--- src/verilog/tru_pkg.sv ---
// Package of constants and types for the three-channel reload timer
package tru_pkg;
    localparam int NCH = 3;
    localparam int ADDR_W = 8;
    // Register byte offsets
    localparam logic [7:0] OFF_RUN = 8'h00;
    localparam logic [7:0] OFF_CAP = 8'h04;
    localparam logic [7:0] OFF_CH0 = 8'h10;
    localparam logic [7:0] CH_STRIDE = 8'h10;
    localparam logic [3:0] SUB_CONST = 4'h0;
    localparam logic [3:0] SUB_CNT = 4'h4;
    localparam logic [3:0] SUB_CTRL = 4'h8;
    // Control field positions
    localparam int B_CAPF = 9;
    localparam int B_UFLOW = 8;
    localparam int B_CAPE_HI = 7;
    localparam int B_CAPE_LO = 6;
    localparam int B_UFLOW_IE = 5;
    localparam int B_EDGE_HI = 4;
    localparam int B_EDGE_LO = 3;
    localparam int B_PSC_HI = 2;
    localparam logic [2:0] PSC_DIV4 = 3'h0;
    localparam logic [2:0] PSC_DIV16 = 3'h1;
    localparam logic [2:0] PSC_DIV64 = 3'h2;
    localparam logic [2:0] PSC_DIV256 = 3'h3;
    localparam logic [2:0] PSC_EXT = 3'h5;
    localparam logic [1:0] EDGE_RISE = 2'h0;
    localparam logic [1:0] EDGE_FALL = 2'h1;
    localparam logic [7:0] RUN_MASK = 8'h07;
    localparam logic [15:0] CTRL01_MASK = 16'h013F;
    localparam logic [15:0] CTRL2_MASK = 16'h03FF;
    localparam logic [31:0] CONST_RST = 32'hFFFFFFFF;
    localparam logic [31:0] CNT_RST = 32'hFFFFFFFF;
    localparam logic [31:0] ZERO32 = 32'h00000000;
    localparam logic [7:0] PRE_DIV4_M = 8'h03;
    localparam logic [7:0] PRE_DIV16_M = 8'h0F;
    localparam logic [7:0] PRE_DIV64_M = 8'h3F;
    localparam logic [7:0] PRE_DIV256_M = 8'hFF;

    typedef struct packed {
        logic [7:0] addr;
        logic [31:0] wdata;
        logic wr;
        logic rd;
    } tru_bus_req_type;

    typedef struct packed {
        logic [NCH-1:0] run;
        logic [NCH-1:0][15:0] ctrl;
        logic [NCH-1:0][31:0] rconst;
        logic [NCH-1:0][31:0] cnt;
        logic [31:0] cap;
        logic [7:0] pre;
        logic ext_s1;
        logic ext_s2;
        logic ext_s3;
        logic [31:0] rdata;
        logic [NCH-1:0] uflow_irq;
        logic cap_irq;
    } tru_state_type;
endpackage

--- src/verilog/tru_timer.sv ---
// Three-channel reload timer with channel 2 input capture
//
// Implementation choices: the plain strobed port and the placing of the registers.
`timescale 1ns/1ps
module tru_timer (
    input wire logic sys_clk_i,
    input wire logic srst_i,
    input wire logic mult_change_i,
    input wire logic module_stop_i,
    input wire logic ext_timer_input_i,
    input wire tru_pkg::tru_bus_req_type bus_i,
    output logic [31:0] rdata_o,
    output logic [2:0] underflow_irq_o,
    output logic capture_irq_o
);
    tru_pkg::tru_state_type s_q;
    tru_pkg::tru_state_type s_d;

    logic rise;
    logic fall;
    logic [3:0] div_en;
    logic [tru_pkg::NCH-1:0] tick;
    logic [tru_pkg::NCH-1:0] uflow_ev;
    logic cap_ev;

    // ----------------------------------------
    // Pin edges and divided enables
    // ----------------------------------------
    // Only the synchronised second and third stages are compared
    assign rise = s_q.ext_s2 & ~s_q.ext_s3;
    assign fall = ~s_q.ext_s2 & s_q.ext_s3;
    assign div_en[0] = (s_q.pre & tru_pkg::PRE_DIV4_M) == tru_pkg::PRE_DIV4_M;
    assign div_en[1] = (s_q.pre & tru_pkg::PRE_DIV16_M)
        == tru_pkg::PRE_DIV16_M;
    assign div_en[2] = (s_q.pre & tru_pkg::PRE_DIV64_M)
        == tru_pkg::PRE_DIV64_M;
    assign div_en[3] = s_q.pre == tru_pkg::PRE_DIV256_M;

    function automatic logic edge_hit(input logic [1:0] sel,
                                      input logic r, input logic f);
        logic hit;
        hit = 1'b0;
        if (sel[1]) begin
            hit = r | f;
        end else if (sel == tru_pkg::EDGE_FALL) begin
            hit = f;
        end else begin
            hit = r;
        end
        return hit;
    endfunction

    genvar g;
    generate
        for (g = 0; g < tru_pkg::NCH; g++) begin : g_tick
            logic [2:0] psc;
            logic [1:0] edg;
            assign psc = s_q.ctrl[g][tru_pkg::B_PSC_HI:0];
            assign edg = s_q.ctrl[g][tru_pkg::B_EDGE_HI:tru_pkg::B_EDGE_LO];
            always_comb begin
                unique case (psc)
                    tru_pkg::PSC_DIV4: tick[g] = div_en[0];
                    tru_pkg::PSC_DIV16: tick[g] = div_en[1];
                    tru_pkg::PSC_DIV64: tick[g] = div_en[2];
                    tru_pkg::PSC_DIV256: tick[g] = div_en[3];
                    // Edge field is consulted here and by the channel 2 capture
                    tru_pkg::PSC_EXT: tick[g] = edge_hit(edg, rise, fall);
                    // Prohibited codes simply stop counting
                    default: tick[g] = 1'b0;
                endcase
            end
            // A tick at zero is the underflow; the count reloads from rconst
            assign uflow_ev[g] = s_q.run[g] & tick[g]
                & (s_q.cnt[g] == tru_pkg::ZERO32);
        end
    endgenerate

    // Capture enabled when field is 1x; 01 is treated as off
    assign cap_ev = s_q.ctrl[2][tru_pkg::B_CAPE_HI]
        & edge_hit(s_q.ctrl[2][tru_pkg::B_EDGE_HI:tru_pkg::B_EDGE_LO],
                   rise, fall);

    // ----------------------------------------
    // Next state
    // ----------------------------------------
    always_comb begin
        logic [7:0] off;
        logic [1:0] ch;
        logic [3:0] sub;
        logic wr_ch;
        off = bus_i.addr;
        ch = 2'h0;
        sub = off[3:0];
        wr_ch = 1'b0;
        s_d = s_q;
        s_d.ext_s1 = ext_timer_input_i;
        s_d.ext_s2 = s_q.ext_s1;
        s_d.ext_s3 = s_q.ext_s2;
        s_d.pre = s_q.pre + 8'h01;
        if (off >= tru_pkg::OFF_CH0
            && off < tru_pkg::OFF_CH0 + 8'(tru_pkg::NCH) * tru_pkg::CH_STRIDE)
        begin
            ch = 2'((off - tru_pkg::OFF_CH0) >> 4);
            wr_ch = 1'b1;
        end
        for (int i = 0; i < tru_pkg::NCH; i++) begin
            if (s_q.run[i] && tick[i]) begin
                s_d.cnt[i] = uflow_ev[i] ? s_q.rconst[i]
                    : s_q.cnt[i] - 32'h00000001;
            end
            if (uflow_ev[i]) begin
                s_d.ctrl[i][tru_pkg::B_UFLOW] = 1'b1;
            end
        end
        if (cap_ev) begin
            s_d.cap = s_q.cnt[2];
            s_d.ctrl[2][tru_pkg::B_CAPF] = 1'b1;
        end
        if (bus_i.wr) begin
            if (off == tru_pkg::OFF_RUN) begin
                s_d.run = bus_i.wdata[tru_pkg::NCH-1:0];
            end
            if (wr_ch) begin
                unique case (sub)
                    tru_pkg::SUB_CONST: s_d.rconst[ch] = bus_i.wdata;
                    tru_pkg::SUB_CNT: s_d.cnt[ch] = bus_i.wdata;
                    tru_pkg::SUB_CTRL: begin
                        s_d.ctrl[ch] = bus_i.wdata[15:0]
                            & ((ch == 2'h2) ? tru_pkg::CTRL2_MASK
                                            : tru_pkg::CTRL01_MASK);
                        // Writing 1 keeps a flag; a same-cycle set wins
                        s_d.ctrl[ch][tru_pkg::B_UFLOW] =
                            s_q.ctrl[ch][tru_pkg::B_UFLOW]
                            & bus_i.wdata[tru_pkg::B_UFLOW]
                            | uflow_ev[ch];
                        if (ch == 2'h2) begin
                            s_d.ctrl[2][tru_pkg::B_CAPF] =
                                s_q.ctrl[2][tru_pkg::B_CAPF]
                                & bus_i.wdata[tru_pkg::B_CAPF]
                                | cap_ev;
                        end
                    end
                    default: ;
                endcase
            end
        end
        s_d.rdata = 32'h00000000;
        if (bus_i.rd) begin
            if (off == tru_pkg::OFF_RUN) begin
                s_d.rdata = {29'h0, s_q.run};
            end else if (off == tru_pkg::OFF_CAP) begin
                s_d.rdata = s_q.cap;
            end else if (wr_ch) begin
                unique case (sub)
                    tru_pkg::SUB_CONST: s_d.rdata = s_q.rconst[ch];
                    tru_pkg::SUB_CNT: s_d.rdata = s_q.cnt[ch];
                    tru_pkg::SUB_CTRL: s_d.rdata = {16'h0, s_q.ctrl[ch]};
                    default: s_d.rdata = 32'h00000000;
                endcase
            end
        end
        for (int i = 0; i < tru_pkg::NCH; i++) begin
            s_d.uflow_irq[i] = s_d.ctrl[i][tru_pkg::B_UFLOW]
                & s_d.ctrl[i][tru_pkg::B_UFLOW_IE];
        end
        s_d.cap_irq = s_d.ctrl[2][tru_pkg::B_CAPF]
            & s_d.ctrl[2][tru_pkg::B_CAPE_HI]
            & s_d.ctrl[2][tru_pkg::B_CAPE_LO];
        if (mult_change_i || module_stop_i) begin
            s_d.run = '0;
        end
    end

    // ----------------------------------------
    // State register
    // ----------------------------------------
    always_ff @(posedge sys_clk_i) begin
        if (srst_i) begin
            s_q <= '0;
            s_q.rconst <= {tru_pkg::NCH{tru_pkg::CONST_RST}};
            s_q.cnt <= {tru_pkg::NCH{tru_pkg::CNT_RST}};
        end else begin
            s_q <= s_d;
        end
    end

    assign rdata_o = s_q.rdata;
    assign underflow_irq_o = s_q.uflow_irq;
    assign capture_irq_o = s_q.cap_irq;

    // ----------------------------------------
    // Checks
    // ----------------------------------------
    // Channel 0 register addresses used by the checks
    localparam logic [7:0] CTL0_ADDR = tru_pkg::OFF_CH0
        + {4'h0, tru_pkg::SUB_CTRL};
    localparam logic [7:0] CNT0_ADDR = tru_pkg::OFF_CH0
        + {4'h0, tru_pkg::SUB_CNT};
endmodule

--- config.mk ---
export PLATFORM = sky130hd
export DESIGN_NAME = tru_timer
export DESIGN_NICKNAME = d
export VERILOG_FILES = /design/src/verilog/tru_pkg.sv /design/src/verilog/tru_timer.sv
export SDC_FILE = /design/constraint.sdc
export NUM_CORES = 1
export LEC_CHECK = 0
export BUFFER_PORTS_ARGS = -buffer_cell sky130_fd_sc_hd__buf_2
export CORE_ASPECT_RATIO = 0.75
export CORE_MARGIN = 5
export CORE_UTILIZATION = 50
export DETAILED_ROUTE_END_ITERATION = 8
export PLACE_DENSITY = 0.8
export SYNTH_ARGS = -nofsm -noshare
export SYNTH_HDL_FRONTEND = slang
export SYNTH_SLANG_ARGS = --single-unit
--- constraint.sdc ---
create_clock -name sys_clk_i -period 3 [get_ports sys_clk_i]
set_input_delay 0.15 -clock sys_clk_i [delete_from_list [all_inputs] [get_ports sys_clk_i]]
set_output_delay 0.15 -clock sys_clk_i [all_outputs]
set_load 0.02 [all_outputs]
==> impl_metrics.json <==
{
  "status": "completed",
  "drtIter0Drc": 3161,
  "clkSlewWorstSetupHoldPaths_ns": 0.06,
  "overflow": 0,
  "io_pins": 83,
  "avgSynthCellArea_sq_um": 7.92,
  "routabilityCongestion": 1.04,
  "yosysWarnings": 0,
  "syn-cell-area_sq_mm": 0.0172,
  "hold_ws_ns": 0.0151,
  "wl_per_cell_microns": 26.9,
  "async_reset_ff_frac": 0,
  "synthFlopType": "dfxtp_1",
  "final_cell_mix": "nand2_1, dfxtp_1, a21oi_1",
  "synth-simple-area-share": 0.220,
  "max-slew-margin-rel": 0.361,
  "synthAdderAreaFrac": 0.00799,
  "path_max_fanout": 6,
  "skew_ns": 0.0207,
  "antenna_found_initial": 1,
  "worstSetupPathType": "flop to flop",
  "fin_total_pwr_mw": 9.63,
  "cts_tree": "yes",
  "cts.path.max_buffers": 3,
  "hold_start": "bus_i[27]",
  "drc": 0,
  "final_common_cell": "nand2_1",
  "rsz0062_at_grt": "no",
  "hold_end": "s_q[168]",
  "slew_viol_final": 0,
  "grt_max_degree": 120,
  "hold_depth": 3,
  "startpoint": "s_q[36]",
  "place_area_sq_mm": 0.0184,
  "ys_seq_elements": 322,
  "grt.total_usage": 0.364,
  "first_pass_iters": 9,
  "syn-num-nets": 2234,
  "p_leak_nw": 7.26,
  "yosys.cell_types.count": 81,
  "cp.required_ns": 3.38,
  "reg2reg_depth": 9,
  "min_period_ns": 2.91,
  "cts_made_buffers": 35,
  "wl_mm": 72.6,
  "vdd_drop_max_uv": 404,
  "vias": 18400,
  "setup-violations-final": 0,
  "finalCritPeriodShare": 0.971,
  "worst_setup_path_start_kind": "flop",
  "final_nets": 2283,
  "maxCapViolCount": 0,
  "synth_compound_area_frac": 0.259,
  "synth_edf_count": 0,
  "tightest_slew_ns": 0.958,
  "cts_setup_buffers": 0,
  "final_util": 0.587,
  "postRouteAntennaNets": 0,
  "reg2reg_to": "underflow_irq_o[0]",
  "max_freq_mhz": 343,
  "hold_viol_final": 0,
  "timing.setup.tns_ns": 0,
  "r2r-start": "s_q[36]",
  "dpl.hpwl_mm": 52.4,
  "chipWidth_microns": 224,
  "core_area_sq_mm": 0.0337,
  "drive_above_1_share": 0.145,
  "antennaDiodeCount": 0,
  "io_buffers": 82,
  "ff2ff_setup_slack_ns": 0.09,
  "htreeDepth": 2,
  "cts_num_sinks": 322,
  "worstSkewPairLatency_ns": 0.54,
  "fin_area_sq_mm": 0.0198,
  "die_h_microns": 171,
  "synth_cells": 2176,
  "synth_xor_area_frac": 0.00407,
  "end_kind": "flop",
  "vias_per_cell": 6.83,
  "die_area_sq_mm": 0.0383,
  "initial_utilization": 0.511,
  "ys_seq_area_frac": 0.374,
  "cp.arrival_ns": 3.30,
  "area_growth_pct": 15.0,
  "first_global_vias": 16900,
  "powerDensity_mw_per_mm2": 486,
  "rows": 58,
  "synth_top_family_by_area": "compound AO/OA/AOI/OAI gates",
  "grt_pass1_wl_mm": 107,
  "muxShareOfSynthArea": 0.0681,
  "cts-root-buf": "clkbuf_16",
  "hold_path_class": "primary input to flop"
}
==> synthesized netlist by cell type, types with 14 or more instances <==
cell       number  area [sq um]
nor3_1         54           270
and3_1         34           213
dfxtp_1       322          6450
inv_1          42           158
nand3_1        42           210
o41ai_1        20           175
or4_1          14           105
mux2i_1       107          1070
o21ai_0       100           500
a222oi_1       47           470
o221a_2        18           203
nor2_1        170           638
a211oi_1       15           113
buf_4          35           263
nor4_1         32           200
buf_2          17          85.1
or3_1          26           163
nand2b_1       30           188
o31ai_1        17           128
nand2_1       343          1290
nand4_1        21           131
o211ai_1       30           225
a21oi_1       188           941
a22oi_1        36           270
a2bb2oi_1      19           166
o21a_1         14           105
a31oi_1        15          93.8
clkbuf_1      157           589
==> final cells by class <==
| type | instances | area (sq um) |
|---|---|---|
| clock buffers | 47 | 1020 |
| fillers | 3112 | 13900 |
| multi-input cells | 1590 | 9710 |
| well taps | 450 | 563 |
| repair buffers | 233 | 1740 |
| clock inverters | 14 | 160 |
| flip-flops and latches | 322 | 6450 |
| inverters | 43 | 164 |
==> per-layer routing <==
| layer | track usage | routed length (microns) |
|---|---|---|
| met3 | 0.191 | 13400 |
| met1 | 0.506 | 28900 |
| met2 | 0.489 | 28100 |
| met5 | 0 | 0 |
| met4 | 0.0995 | 2180 |
==> what timing repair did <==
item	CTS	global route
resized for setup	0	1
endpoints found under the hold margin	41	0
hold buffers	18	0
endpoints found under the setup margin	0	1
==> cells by family after synthesis <==
kind of cell	after synthesis
compound gates	641
mux	116
buf+inv	264
xor+xnor	8
flops	322
simple gates	814
fa+ha+maj	11
==> critical path, stage by stage (launching register included) <==
cell and delay [ns]:
dfxtp_1 0.34, inv_1 0.05, ha_1 0.21, mux2_2 0.29, o2111a_1 0.29, o211ai_1 0.44
nor3_1 0.16, buf_4 0.19, a2111oi_2 0.60, a211oi_1 0.18
==> how the worst max path moves through the flow <==
stage                                    end  cells after the start
final                     underflow_irq_o[0]                      9
after global routing                 s_q[98]                      9
after CTS                 underflow_irq_o[0]                      9
after detailed placement  underflow_irq_o[0]                      9
after global placement    underflow_irq_o[0]                      9
after floorplan                     s_q[106]                     12
==> through the flow <==
step	instances	setup WS, ns
global route	2699	0.0276
detailed placement	2620	0.144
finish	2699	0.0871
global placement	2620	0.153
CTS	2699	0.132
floorplan	2176	0.00515
==> power by group <==
part | switching (mW) | leakage, nW | internal (mW)
registers | 0.0551 | 2.60 | 4.31
logic | 0.498 | 4.08 | 0.236
clock network | 1.87 | 0.579 | 2.66
total | 2.43 | 7.26 | 7.20
No activity file was read; power rests on OpenSTA's default activity.
